File: src/core/fault_map_pkg.sv
package fault_map_pkg;
    // Register byte offsets on the 32-bit slave bus
    localparam logic [5:0] OFS_MASK_1 = 6'h00;
    localparam logic [5:0] OFS_MASK_2 = 6'h04;
    localparam logic [5:0] OFS_MASK_3 = 6'h08;
    localparam logic [5:0] OFS_MASK_4 = 6'h0c;
    localparam logic [5:0] OFS_FUNC_SEL = 6'h10;
    localparam logic [5:0] OFS_EVENT_STATUS = 6'h14;
    localparam logic [5:0] OFS_EVENT_MASK = 6'h18;
    localparam logic [5:0] OFS_FAULT_NOW = 6'h1c;
    localparam logic [5:0] OFS_TERM_STATE = 6'h20;

    // Widths and reset values
    localparam int MASK_W = 16;
    localparam int GROUP_W = 7;
    localparam int CODE_W = 8;
    localparam int SEL_W = 8;
    localparam logic [MASK_W-1:0] MASK_RESET = 16'h0000;
    localparam logic [SEL_W-1:0] SEL_RESET = 8'h00;

    // Function selector values that make a terminal a fault output
    localparam logic [SEL_W-1:0] SEL_FAULT_FIRST = 8'h23;
    localparam logic [SEL_W-1:0] SEL_FAULT_LAST = 8'h26;

    // Group bit positions
    localparam int GRP_CURRENT = 0;
    localparam int GRP_VOLTAGE = 1;
    localparam int GRP_OVERLOAD = 2;
    localparam int GRP_SYSTEM = 3;
    localparam int GRP_FEEDBACK = 4;
    localparam int GRP_EXTERNAL = 5;
    localparam int GRP_COMM = 6;

    // Fault codes whose group is known
    localparam logic [CODE_W-1:0] CODE_NONE = 8'h00;
    localparam logic [CODE_W-1:0] CODE_OVERCURRENT_ACCEL = 8'h01;
    localparam logic [CODE_W-1:0] CODE_OVERCURRENT_DECEL = 8'h02;
    localparam logic [CODE_W-1:0] CODE_OVERCURRENT_CONST = 8'h03;
    localparam logic [CODE_W-1:0] CODE_GROUND_FAULT = 8'h04;
    localparam logic [CODE_W-1:0] CODE_OVERCURRENT_STOPPED = 8'h06;
    localparam logic [CODE_W-1:0] CODE_OVERVOLTAGE_ACCEL = 8'h07;
    localparam logic [CODE_W-1:0] CODE_OVERVOLTAGE_STOPPED = 8'h0a;
    localparam logic [CODE_W-1:0] CODE_UNDERVOLTAGE_ACCEL = 8'h0b;
    localparam logic [CODE_W-1:0] CODE_UNDERVOLTAGE_CONST = 8'h0d;

    // Bus access phase
    typedef enum logic [0:0] {
        BUS_IDLE = 1'b0,
        BUS_ACK = 1'b1
    } bus_phase_t;
endpackage

File: src/core/fault_map_if.sv
`timescale 1ns/1ns
// Fault code in, group membership vector out
interface fault_map_if;
    import fault_map_pkg::*;
    logic [CODE_W-1:0] code;
    logic [GROUP_W-1:0] groups;
    modport lookup (input code, output groups);
    modport user (output code, input groups);
endinterface

File: src/core/fault_group_decoder.sv
`timescale 1ns/1ns
module fault_group_decoder
    import fault_map_pkg::*;
(
    fault_map_if.lookup map // Code to group vector
);
    // Codes outside the known table map to no group, so they light nothing
    function automatic logic [GROUP_W-1:0] group_of(input logic [CODE_W-1:0] code);
        logic [GROUP_W-1:0] g;
        g = '0;
        if (code >= CODE_OVERCURRENT_ACCEL && code <= CODE_GROUND_FAULT) begin
            g[GRP_CURRENT] = 1'b1;
        end
        if (code == CODE_OVERCURRENT_STOPPED) begin
            g[GRP_CURRENT] = 1'b1;
        end
        if (code >= CODE_OVERVOLTAGE_ACCEL && code <= CODE_OVERVOLTAGE_STOPPED) begin
            g[GRP_VOLTAGE] = 1'b1;
        end
        if (code >= CODE_UNDERVOLTAGE_ACCEL && code <= CODE_UNDERVOLTAGE_CONST) begin
            g[GRP_VOLTAGE] = 1'b1;
        end
        return g;
    endfunction

    // Code zero falls in no range and so yields an empty vector
    assign map.groups = group_of(map.code);
endmodule

File: src/core/fault_group_output_mapper.sv
`timescale 1ns/1ns
// Notes on behaviour
// - Each of the four group masks holds 0 to 65535, resets to zero, and bits 0 to 6 each enable one group; bits 7 to 15 enable none.
// - A mask acts only on a terminal whose function selector is 35, 36, 37 or 38.
// - A fault whose group bit is set in the selected mask turns the terminal on.
// - Group bits are current 0, voltage 1, overload 2, system 3, feedback 4, external 5, comms 6.
// - Codes 1, 2, 3, 4 and 6 are current faults.
// - Codes 7 to 10 are voltage faults.
// - Codes 11 to 13 are voltage faults too.
module fault_group_output_mapper
    import fault_map_pkg::*;
#(
    parameter int NUM_TERM = 4 // Multi-function output terminals
) (
    input wire logic clk, // 250 MHz system clock
    input wire logic arst_n, // Asynchronous reset, active low
    input wire logic [5:0] avs_address, // Byte address
    input wire logic avs_read, // Read request
    input wire logic avs_write, // Write request
    input wire logic [31:0] avs_writedata, // Write data
    input wire logic [3:0] avs_byteenable, // Byte lanes
    output logic [31:0] avs_readdata, // Read data
    output logic avs_waitrequest, // Stall until answer
    input wire logic [CODE_W-1:0] fault_code, // Active fault, zero when healthy
    output logic [NUM_TERM-1:0] term_out, // Terminal drive, high is active
    output logic irq // Level interrupt
);
    logic [MASK_W-1:0] mask_reg [4];
    logic [SEL_W-1:0] func_sel_reg [NUM_TERM];
    logic [NUM_TERM-1:0] event_status_reg;
    logic [NUM_TERM-1:0] event_mask_reg;
    logic [NUM_TERM-1:0] term_reg;
    logic [NUM_TERM-1:0] term_next;
    logic [NUM_TERM-1:0] rise;
    logic [CODE_W-1:0] fault_now_reg;
    logic [31:0] readdata_reg;
    logic [31:0] readdata_next;
    logic [31:0] wmask;
    bus_phase_t phase_reg;
    logic req;
    logic commit_wr;
    logic [GROUP_W-1:0] groups;

    fault_map_if map_bus ();

    // Group lookup lives in its own module so the table can grow alone
    fault_group_decoder decoder (
        .map(map_bus.lookup)
    );

    assign map_bus.code = fault_code;
    assign groups = map_bus.groups;

    // Bus handshake: every access stalls one cycle, answers on the second
    assign req = avs_read | avs_write;
    assign avs_waitrequest = req & (phase_reg == BUS_IDLE);
    assign commit_wr = avs_write & (phase_reg == BUS_ACK);

    always_ff @(posedge clk or negedge arst_n) begin
        if (!arst_n) begin
            phase_reg <= BUS_IDLE;
        end else begin
            unique case (phase_reg)
                BUS_IDLE: begin
                    if (req) begin
                        phase_reg <= BUS_ACK;
                    end
                end
                BUS_ACK: begin
                    phase_reg <= BUS_IDLE;
                end
            endcase
        end
    end

    // Byte enables expanded to a bit mask for partial writes
    always_comb begin
        for (int b = 0; b < 4; b++) begin
            wmask[b*8 +: 8] = {8{avs_byteenable[b]}};
        end
    end

    // Group masks keep all 16 bits so software reads back what it wrote
    always_ff @(posedge clk or negedge arst_n) begin
        if (!arst_n) begin
            for (int m = 0; m < 4; m++) begin
                mask_reg[m] <= MASK_RESET;
            end
        end else if (commit_wr) begin
            for (int m = 0; m < 4; m++) begin
                if (avs_address == OFS_MASK_1 + 6'(m * 4)) begin
                    mask_reg[m] <= (mask_reg[m] & ~wmask[MASK_W-1:0])
                        | (avs_writedata[MASK_W-1:0] & wmask[MASK_W-1:0]);
                end
            end
        end
    end

    // Function selectors, one byte per terminal, packed in one word
    always_ff @(posedge clk or negedge arst_n) begin
        if (!arst_n) begin
            for (int t = 0; t < NUM_TERM; t++) begin
                func_sel_reg[t] <= SEL_RESET;
            end
        end else if (commit_wr && avs_address == OFS_FUNC_SEL) begin
            for (int t = 0; t < NUM_TERM; t++) begin
                if (avs_byteenable[t]) begin
                    func_sel_reg[t] <= avs_writedata[t*8 +: 8];
                end
            end
        end
    end

    // Terminal decision: selector picks the mask, mask gates the groups
    always_comb begin
        for (int t = 0; t < NUM_TERM; t++) begin
            term_next[t] = 1'b0;
            if (func_sel_reg[t] >= SEL_FAULT_FIRST && func_sel_reg[t] <= SEL_FAULT_LAST) begin
                // Only the seven defined group bits are compared; upper mask bits are inert
                term_next[t] = |(mask_reg[2'(func_sel_reg[t] - SEL_FAULT_FIRST)][GROUP_W-1:0]
                    & groups);
            end
        end
    end

    // Registered terminal drive keeps the pins glitch free
    always_ff @(posedge clk or negedge arst_n) begin
        if (!arst_n) begin
            term_reg <= '0;
        end else begin
            term_reg <= term_next;
        end
    end

    assign term_out = term_reg;
    assign rise = term_next & ~term_reg;

    // Snapshot of the active code for software
    always_ff @(posedge clk or negedge arst_n) begin
        if (!arst_n) begin
            fault_now_reg <= CODE_NONE;
        end else begin
            fault_now_reg <= fault_code;
        end
    end

    // Sticky activation events; a new event beats a same-cycle clear
    always_ff @(posedge clk or negedge arst_n) begin
        if (!arst_n) begin
            event_status_reg <= '0;
        end else begin
            if (commit_wr && avs_address == OFS_EVENT_STATUS) begin
                event_status_reg <= (event_status_reg
                    & ~(avs_writedata[NUM_TERM-1:0] & wmask[NUM_TERM-1:0])) | rise;
            end else begin
                event_status_reg <= event_status_reg | rise;
            end
        end
    end

    // Interrupt enables
    always_ff @(posedge clk or negedge arst_n) begin
        if (!arst_n) begin
            event_mask_reg <= '0;
        end else if (commit_wr && avs_address == OFS_EVENT_MASK) begin
            event_mask_reg <= (event_mask_reg & ~wmask[NUM_TERM-1:0])
                | (avs_writedata[NUM_TERM-1:0] & wmask[NUM_TERM-1:0]);
        end
    end

    assign irq = |(event_status_reg & event_mask_reg);

    // Read mux; unmapped addresses read zero
    always_comb begin
        readdata_next = '0;
        unique case (avs_address)
            OFS_MASK_1: readdata_next[MASK_W-1:0] = mask_reg[0];
            OFS_MASK_2: readdata_next[MASK_W-1:0] = mask_reg[1];
            OFS_MASK_3: readdata_next[MASK_W-1:0] = mask_reg[2];
            OFS_MASK_4: readdata_next[MASK_W-1:0] = mask_reg[3];
            OFS_FUNC_SEL: begin
                for (int t = 0; t < NUM_TERM; t++) begin
                    readdata_next[t*8 +: 8] = func_sel_reg[t];
                end
            end
            OFS_EVENT_STATUS: readdata_next[NUM_TERM-1:0] = event_status_reg;
            OFS_EVENT_MASK: readdata_next[NUM_TERM-1:0] = event_mask_reg;
            OFS_FAULT_NOW: readdata_next[CODE_W-1:0] = fault_now_reg;
            OFS_TERM_STATE: readdata_next[NUM_TERM-1:0] = term_reg;
            default: readdata_next = '0;
        endcase
    end

    // Read data captured in the stall cycle, so it stands at the answer edge
    always_ff @(posedge clk or negedge arst_n) begin
        if (!arst_n) begin
            readdata_reg <= '0;
        end else if (avs_read && phase_reg == BUS_IDLE) begin
            readdata_reg <= readdata_next;
        end
    end

    assign avs_readdata = readdata_reg;
endmodule

File: config.mk
export PLATFORM = sky130hd
export DESIGN_NAME = fault_group_output_mapper
export DESIGN_NICKNAME = d
export VERILOG_FILES = /design/src/core/fault_map_pkg.sv /design/src/core/fault_map_if.sv /design/src/core/fault_group_decoder.sv /design/src/core/fault_group_output_mapper.sv
export SDC_FILE = /design/constraint.sdc
export NUM_CORES = 1
export LEC_CHECK = 0
export ABC_AREA = 1
export BUFFER_PORTS_ARGS = -buffer_cell sky130_fd_sc_hd__buf_4
export CAP_MARGIN = 20
export CORE_ASPECT_RATIO = 1.25
export CORE_MARGIN = 2
export CORE_UTILIZATION = 55
export DETAILED_ROUTE_END_ITERATION = 8
export PLACE_DENSITY = 0.76
export SLEW_MARGIN = 20
export SYNTH_ARGS = -nofsm -noshare
export SYNTH_HDL_FRONTEND = slang
export SYNTH_HIERARCHICAL = 1
export SYNTH_SLANG_ARGS = --single-unit
File: constraint.sdc
create_clock -name clk -period 2.8 [get_ports clk]
set_input_delay 0.28 -clock clk [delete_from_list [all_inputs] [get_ports clk]]
set_output_delay 0.28 -clock clk [all_outputs]
set_load 0.1 [all_outputs]
## Yosys cells after proc, flatten, opt, wreduce, memory -nomap -nowiden

Index checks and enable logic that the tools add are counted.

- Input port bits: 54
- Register bits: 149
- Logic and storage cells: 130

- Add/sub/neg operators: 4
- Multiplexer cells: 27
- Magnitude comparators: 18
- Reduce and logical (&&, ||, !) cells: 25
- Bitwise operators: 33
- Equal/unequal tests: 9

Operator list:

| kind | number |
|---|---|
| $bmux 16 s2 | 4 |
| $and 16x16->16 | 5 |
| $or 16x16->16 | 4 |
| $mux 7 | 8 |
| $pmux 8 s5 | 1 |
| $pmux 4 s9 | 1 |
| $ge 8x6->1 const B | 4 |
| $le 8x6->1 const B | 4 |
| $and 7x2->7 | 4 |
| $reduce_or 7->1 | 4 |
| $eq 6x5->1 const B | 4 |
| $pmux 4 s6 | 1 |
| $and 4x4->4 | 5 |
| $le 8x4->1 const B | 2 |
| $mux 16 | 1 |
| $not 16->16 | 1 |
| $reduce_and 2->1 | 8 |
| $eq 6x4->1 const B | 2 |
| $ge 3x3->1 const B | 4 |
| $not 2->3 | 4 |
| $not 4->4 | 3 |
| $or 4x4->4 | 3 |
| $logic_and 1x1->1 | 11 |
| $mux 1 | 9 |
| other kinds (15) | 19 |

## Longest topological paths before layout

Gate-level depths: netlist of the first run.

- Word-level depth: 11
- Depth in mapped cells: 14

## By module

Netlist of the first run, hierarchy kept.

Modules (own cells, without submodules):

| module | sequential area each (µm²) | cells each | area an instance (µm²) | times used |
|---|---|---|---|---|
| fault_group_output_mapper | 3728.6 | 1021 | 7702.4 | 1 |
| fault_group_decoder | 0.0 | 23 | 108.9 | 1 |

## Least setup slack after synthesis of the first run

OpenSTA, ideal clock, no wires.

- Kind: register -> register
- From: reg func_sel_reg[8] (netlist bit)
- To: reg term_reg[2] (netlist: term_out[2])
- Setup slack: 0.774 ns
- Arrival: 1.907 ns
- Setup time: 0.119 ns
- Period minus slack after synthesis: 2.026 ns
- Stages on the path, launching flop included: 13
- Path through: dfrtp_1 clkinv_1 buf_2 ha_1 clkbuf_1 inv_1 nand3_1 nand2_1 nand2_1 nand2_1 nor2_1 nand2_1 and2_1

- Word-level cells in the longest chain between the ends: 8
- Elaborated cells on any way between the ends: 11

Ends and longest elaborated chain:

| what | line | RTL |
|---|---|---|
| from (decl) | fault_group_output_mapper.sv:29 | `logic [SEL_W-1:0] func_sel_reg [NUM_TERM];` |
| from (signal, indexed assignment) | fault_group_output_mapper.sv:108 | `func_sel_reg[t] <= avs_writedata[t*8 +: 8];` |
| $sub 2x2->2 | fault_group_output_mapper.sv:120 | `term_next[t] = \|(mask_reg[2'(func_sel_reg[t] - SEL_FAULT_FIRST)][GROUP_W-1:0]` |
| $not 2->3 (not written as such) | fault_group_output_mapper.sv:120 |  |
| $bmux 16 s2 | fault_group_output_mapper.sv:120 |  |
| $mux 7 (not written as such) (2 in a row) | fault_group_output_mapper.sv:120 |  |
| $and 7x2->7 | fault_group_output_mapper.sv:121 | `& groups);` |
| $reduce_or 7->1 | fault_group_output_mapper.sv:120 |  |
| $mux 1 (*) | fault_group_output_mapper.sv:118 | `if (func_sel_reg[t] >= SEL_FAULT_FIRST && func_sel_reg[t] <= SEL_FAULT_LAST) begin` |
| via term_next[2] | fault_group_output_mapper.sv:33 | `logic [NUM_TERM-1:0] term_next;` |
| to (signal assigned) | fault_group_output_mapper.sv:131 | `term_reg <= term_next;` |
| to (decl) | fault_group_output_mapper.sv:32 | `logic [NUM_TERM-1:0] term_reg;` |

Mark *: on every way through the listed nets, which the timed path passes. The rest lies on a longest branch. The select of a mux whose other input is x is not followed.
A chain may end at the register's enable or synchronous reset.

## Final worst setup path of the first run

- From: reg func_sel_reg[24] (netlist bit)
- To: reg term_reg[0] (netlist: term_out[0])

The elaborated chain is that of the path after synthesis.

==> results of run 1 <==
## critical path, delay by kind of cell (launching register included)
family                   cells  cell delay [ns]
AND/OR/NAND/NOR              7             0.59
adder cells (fa/ha/maj)      1             0.48
flip-flops                   1             0.69
buffers and inverters        2             0.31
## kinds of logic (layout without fill, tap and decap cells)
kind of cell,Yosys count,after routing
buf+inv,137,239
flops,149,149
fa+ha+maj,8,8
simple gates,577,577
compound gates,164,164
other cells,1,5
mux,8,8
## placed cells by master (no fill, tap or decap), types with 4 or more instances in the layout
master	count
a21oi_1	36
a22oi_1	4
and2_1	4
buf_4	103
bufinv_16	4
clkbuf_16	17
conb_1	5
dfrtp_1	149
dlygate4sd3_1	9
ha_1	8
inv_1	87
inv_6	6
mux2_1	4
mux2_2	4
nand2_1	388
nand2_2	7
nand3_1	76
nand3_2	4
nor2_1	78
nor2_4	5
o21ai_0	92
o21ai_1	14
o22ai_1	5
o31ai_1	8
## stage by stage
stage | hold slack [ns] | total power [mW] | util (%) | cell area, µm²
floorplan | -0.0156 | 2.96 | - | 7830
finish | 0.0664 | 5.71 | 67.1 | 9300
global placement | 0.346 | 3.24 | 61.9 | 8580
detailed placement | 0.350 | 3.25 | 61.9 | 8580
global route | 0.0741 | 5.89 | 67.1 | 9300
CTS | 0.0581 | 5.71 | 67.1 | 9300
## final cells by class
cell class / count / area (µm²)
Clock inverter: 13 / 190
Timing Repair Buffer: 114 / 895
Fill cell: 1179 / 4570
Tap cell: 175 / 219
Sequential cell: 149 / 3730
Multi-Input combinational cell: 762 / 3480
Inverter: 93 / 350
Clock buffer: 19 / 443
## routing by layer
metal	vias to the layer above	global-route usage [%]	wire (µm)
met5	-	0	0
met4	0	16.0	894
met2	421	51.6	10900
met1	3413	40.7	9340
met3	75	6.20	2080
li1	3524	-	-
## power by group through the flow
stage          Clock (mW)  Sequential [mW]  Combinational (mW)
3_3_place_gp            0             2.38               0.868
5_1_grt              2.56             2.36               0.976
6_report             2.47             2.34               0.902
3_5_place_dp            0             2.38               0.874
2_1_floorplan           0             2.60               0.353
4_1_cts              2.48             2.34               0.889
## worst max-delay path by stage
stage	startpoint	endpoint	slack (ns)	cells past startpoint
2_1_floorplan	func_sel_reg[8]	term_out[2]	0.77	12
3_3_place_gp	func_sel_reg[24]	term_out[0]	0.70	10
3_5_place_dp	func_sel_reg[24]	term_out[0]	0.67	10
4_1_cts	func_sel_reg[24]	term_out[0]	0.67	10
5_1_grt	func_sel_reg[16]	event_status_reg[1]	0.43	11
6_report	func_sel_reg[24]	term_out[0]	0.63	10
## timing repair
item                      in CTS  in global routing
hold endpoints to repair      79                  0
hold buffers                   9                  0
resized for setup              0                  0
==> flow_metrics.env, run 1 <==
export IMPL_status="complete, no violations"
export IMPL_fin_cells=1325
export IMPL_grt_max_degree=74
export IMPL_muxShareOfSynthArea_pct=1.15
export IMPL_fin_crit_sh_pct=77.4
export IMPL_areaGrowthSynthToFinish_pct=19.1
export IMPL_worstRegToRegCells=10
export IMPL_grt_pass1_vias=7011
export IMPL_post_route_drc_count=0
export IMPL_synth_area_um2=7810
export IMPL_drt_wl_total_mm=23.3
export IMPL_holdCritStartpoint="avs_writedata[28]"
export IMPL_start_util_pct=56.3
export IMPL_synthTopCellsByCount="nand2_1, dfrtp_1, o21ai_0, inv_1, nor2_1"
export IMPL_wire_per_inst_um=17.5
export IMPL_synthAdderAreaFrac_pct=1.28
export IMPL_cts_clk_slew_worst_paths_ns=0.06
export IMPL_synth_compound_area_share_pct=11.1
export IMPL_firstDrtPassIters=8
export IMPL_numCtsBuffers=17
export IMPL_worst_slack_ns=0.632
export IMPL_reg2reg_from="func_sel_reg[24]"
export IMPL_yosys_area_top_type="dfrtp_1"
export IMPL_num_io_pins=92
export IMPL_drv_cap=0
export IMPL_yosysWarningCount=6
export IMPL_min_to="func_sel_reg[4]"
export IMPL_worst_ep_required_time_ns=3.12
export IMPL_slew_headroom_pct=49.7
export IMPL_p_int_mw=4.03
export IMPL_vdd_drop_max_uv=563
export IMPL_worstReg2RegEnd="term_out[0]"
export IMPL_criticalPathCategory="register to register"
export IMPL_clk_path_buf_depth=2
export IMPL_fin_crit_ns=2.17
export IMPL_ys_types=40
export IMPL_synth_top_family_by_area="simple AND/OR/NAND/NOR gates"
export IMPL_cpMostUsedCell="nand2_1"
export IMPL_post_cts_buffers=0
export IMPL_worstPathArrival_ns=2.48
export IMPL_swShare_pct=29.4
export IMPL_grt_antenna_before_repair=0
export IMPL_synth_edff_count=0
export IMPL_vias_per_cell=5.61
export IMPL_p_switching_mw=1.68
export IMPL_grt_pass1_wl_mm=36.9
export IMPL_fmax_mhz=461
export IMPL_rows=48
export IMPL_combPwrFrac_pct=15.8
export IMPL_grt_overflow_total=0
export IMPL_tns_ns=0
export IMPL_worstMarginPinSlew_ns=0.751
export IMPL_drive_gt1_share_pct=14.3
export IMPL_via_count=7433
export IMPL_cts_tree="yes"
export IMPL_post_place_ws_ns=0.666
export IMPL_synth_top_area_share_pct=47.7
export IMPL_netlist_instances=1044
export IMPL_nets=1199
export IMPL_ys_seq_elements=149
export IMPL_critPathSlowestCell="dfrtp_1"
export IMPL_finClkSkew_ns=0.00848
export IMPL_port_buffers=91
export IMPL_synth_xor_area_share_pct=0
export IMPL_synthSimpleGateAreaFrac_pct=30.8
export IMPL_worstSetupEndpointType="register"
export IMPL_leakage_nw=4.85
export IMPL_r2r_slack_ns=0.63
export IMPL_grt_total_usage_pct=31.6
export IMPL_synthFlopType="dfrtp_1"
export IMPL_ys_seq_area_share_pct=47.7
export IMPL_slowest_delay_ns=0.69
export IMPL_cts_root_buf="clkbuf_16"
export IMPL_slew_violations=0
export IMPL_holdPathStages=2
export IMPL_synth_area_leaders="dfrtp_1, nand2_1, o21ai_0"
export IMPL_synthMostInstantiatedCell="nand2_1"
export IMPL_dieWidth_um=111
export IMPL_core_um2=13900
export IMPL_path_cells="inv_1 -> ha_1 -> inv_1 -> nand3_1 -> nand2_1 -> nand2_1 -> nand2_1 -> nor2_1 -> nand2_1 -> and2_1"
export IMPL_worstHoldPathType="input port to register"
export IMPL_p_clk_share_pct=43.2
export IMPL_rsz0062_at_grt="no"
export IMPL_cp_start_kind="register"
export IMPL_avgSynthCellArea_um2=7.48
export IMPL_clock_sinks=149
export IMPL_power_density_nw_per_um2=614
export IMPL_insertion_delay_ns=0.43
export IMPL_cp_max_fo=17
export IMPL_setup_viol=0
export IMPL_n_antenna_cell=0
export IMPL_die_area_um2=15200
export IMPL_htree_levels=4
export IMPL_dr_first_iter_drc_count=652
export IMPL_finalHoldViolCount=0
export IMPL_dieHeight_um=137
export IMPL_place_congestion=0.963
export IMPL_dp_hpwl_mm=15.9
export IMPL_dp_cells=1284
export IMPL_drtAntennaViolNets=0
export IMPL_synthArstFlopShare_pct=100
export IMPL_pwr_share_seq_pct=41.0
No activity file was read; power rests on OpenSTA's default activity.
==> inputs of run 2 (changes only) <==
==> constraint.sdc (replaced) <==
create_clock -name clk -period 2.05 [get_ports clk]
set_input_delay 0.205 -clock clk [delete_from_list [all_inputs] [get_ports clk]]
set_output_delay 0.205 -clock clk [all_outputs]
set_load 0.1 [all_outputs]
==> run 2 against run 1 <==
Critical path depth shrank 1. Sequential power grew 37%. Clock power grew 37%. Total power grew 37%. First-iteration DRC count grew 48%. Hold slack lost 0.052 ns. Fmax grew 17%. Combinational power grew 39%. Critical path type unchanged. Critical endpoint is now term_out[1]. Largest cell class unchanged. Largest power group unchanged.
==> flow_metrics.env, run 2 (synthesis results as in run 1) <==
export IMPL_grt_pass1_wl_mm=35.5
export IMPL_worst_ep_required_time_ns=2.37
export IMPL_critPathSlowestCell="ha_1"
export IMPL_fin_crit_sh_pct=90.3
export IMPL_fin_hold_ws_ns=0.0141
export IMPL_slew_headroom_pct=54.4
export IMPL_worstMarginPinSlew_ns=0.682
export IMPL_vdd_drop_max_uv=642
export IMPL_drtAntennaViolNets=0
export IMPL_tns_ns=0
export IMPL_dr_first_iter_drc_count=962
export IMPL_areaGrowthSynthToFinish_pct=20.4
export IMPL_num_io_pins=92
export IMPL_wire_per_inst_um=16.5
export IMPL_via_count=7398
export IMPL_power_density_nw_per_um2=833
export IMPL_status="complete, no violations"
export IMPL_grt_total_usage_pct=29.8
export IMPL_drt_wl_total_mm=22.1
export IMPL_die_area_um2=15200
export IMPL_setup_viol=0
export IMPL_crit_buf_inv=1
export IMPL_firstDrtPassIters=5
export IMPL_grt_antenna_before_repair=0
export IMPL_nets=1207
export IMPL_dieWidth_um=111
export IMPL_multi_input_area_um2=3480
export IMPL_post_cts_buffers=0
export IMPL_leakage_nw=4.89
export IMPL_cts_tree="yes"
export IMPL_numCtsBuffers=17
export IMPL_drv_cap=0
export IMPL_cpMostUsedCell="nand2_1"
export IMPL_clock_sinks=149
export IMPL_dp_hpwl_mm=15.2
export IMPL_fill_cells=1148
export IMPL_vias_per_cell=5.55
export IMPL_grt_max_degree=52
export IMPL_fmax_mhz=540
export IMPL_finalHoldViolCount=0
export IMPL_criticalPathCategory="register to register"
export IMPL_cp_start_kind="register"
export IMPL_crit_family="simple AND/OR/NAND/NOR gates"
export IMPL_rows=48
export IMPL_worstSetupEndpointType="register"
export IMPL_finClkSkew_ns=0.00936
export IMPL_fin_crit_ns=1.85
export IMPL_dieHeight_um=137
export IMPL_post_route_drc_count=0
export IMPL_drive_gt1_share_pct=14.7
export IMPL_port_buffers=91
export IMPL_rsz0062_at_grt="no"
export IMPL_slowest_delay_ns=0.49
export IMPL_grt_pass1_vias=6919
export IMPL_final_cell_mix="nand2_1, dfrtp_1, buf_4, o21ai_0, inv_1"
export IMPL_start_util_pct=56.3
export IMPL_mostFrequentLayoutCell="nand2_1"
export IMPL_cts_root_buf="clkbuf_16"
export IMPL_total_power_mw=7.84
export IMPL_slew_violations=0
export IMPL_core_um2=13900
export IMPL_place_congestion=0.931
export IMPL_cts_clk_slew_worst_paths_ns=0.07
export IMPL_clk_path_buf_depth=2
export IMPL_cp_max_fo=8
export IMPL_htree_levels=4
export IMPL_n_antenna_cell=0
export IMPL_seqCellArea_um2=3730
export IMPL_worstHoldPathType="input port to register"
export IMPL_grt_overflow_total=0
export IMPL_worstPathArrival_ns=2.17
export IMPL_path_cells="ha_1 -> inv_1 -> nand3_1 -> nand2_1 -> nand2_1 -> nand2_1 -> nor2_1 -> nand2_1 -> and2_1"
export IMPL_insertion_delay_ns=0.43
==> run 2: cell count changes in the layout (fill, tap and decap cells not counted), sizes merged <==
cell	previous run	this run
inv	96	93
clkinvlp	1	3
buf	105	110
dlygate4sd3	9	12
clkinv	5	6
==> run 2: area by class of cell <==
| cell class | instances | share of cell area, % |
|---|---|---|
| Sequential cell | 149 | 39.6 |
| Multi-Input combinational cell | 762 | 37.0 |
| Timing Repair Buffer | 122 | 10.5 |
| Clock buffer | 19 | 4.71 |
| Inverter | 93 | 3.72 |
| Tap cell | 175 | 2.33 |
| Clock inverter | 13 | 2.10 |
==> run 2: final timing paths <==
kind	start	to	slack (ns)	depth (start not counted)
setup / recovery	func_sel_reg[17]	term_out[1]	0.20	9
hold / removal	avs_writedata[18]	func_sel_reg[10]	0.01	2
setup reg to reg	func_sel_reg[17]	term_out[1]	0.20	9
hold reg to reg	avs_readdata[21]	avs_readdata[21]	0.48	2
max in group asynchronous	arst_n	asynchronous set/reset pin	1.18	3
min in group asynchronous	arst_n	asynchronous set/reset pin	0.25	2
==> run 2: what timing repair did <==
action / 4_1_cts / 5_1_grt
hold buffers: 12 / 0
setup endpoints to repair: 0 / 1
gates resized for setup: 0 / 1
endpoints found under the hold margin: 45 / 0
==> run 2: power breakdown <==
group / switching [mW] / internal (mW) / total [mW]
clock network: 1.30 / 2.09 / 3.39
logic: 0.900 / 0.348 / 1.25
registers: 0.107 / 3.09 / 3.20
total: 2.31 / 5.53 / 7.84
==> run 2: per-stage QoR <==
step           area (µm²)  cells  worst slack [ns]  utilization, %
2_1_floorplan        7830   1048            0.0240               -
3_3_place_gp         8640   1289             0.247            62.3
5_1_grt              9410   1333            0.0588            67.8
6_report             9410   1333             0.198            67.8
4_1_cts              9400   1333             0.212            67.8
3_5_place_dp         8640   1289             0.215            62.3
==> run 2: routing by layer <==
layer / wire length (µm) / track usage (%) / up-vias / part of all wire (%)
li1: - / - / 3529 / -
met1: 9150 / 39.2 / 3468 / 41
met2: 10500 / 48.6 / 347 / 48
met3: 1720 / 5.54 / 54 / 7.8
met4: 637 / 13.3 / 0 / 2.9
met5: 0 / 0 / - / 0
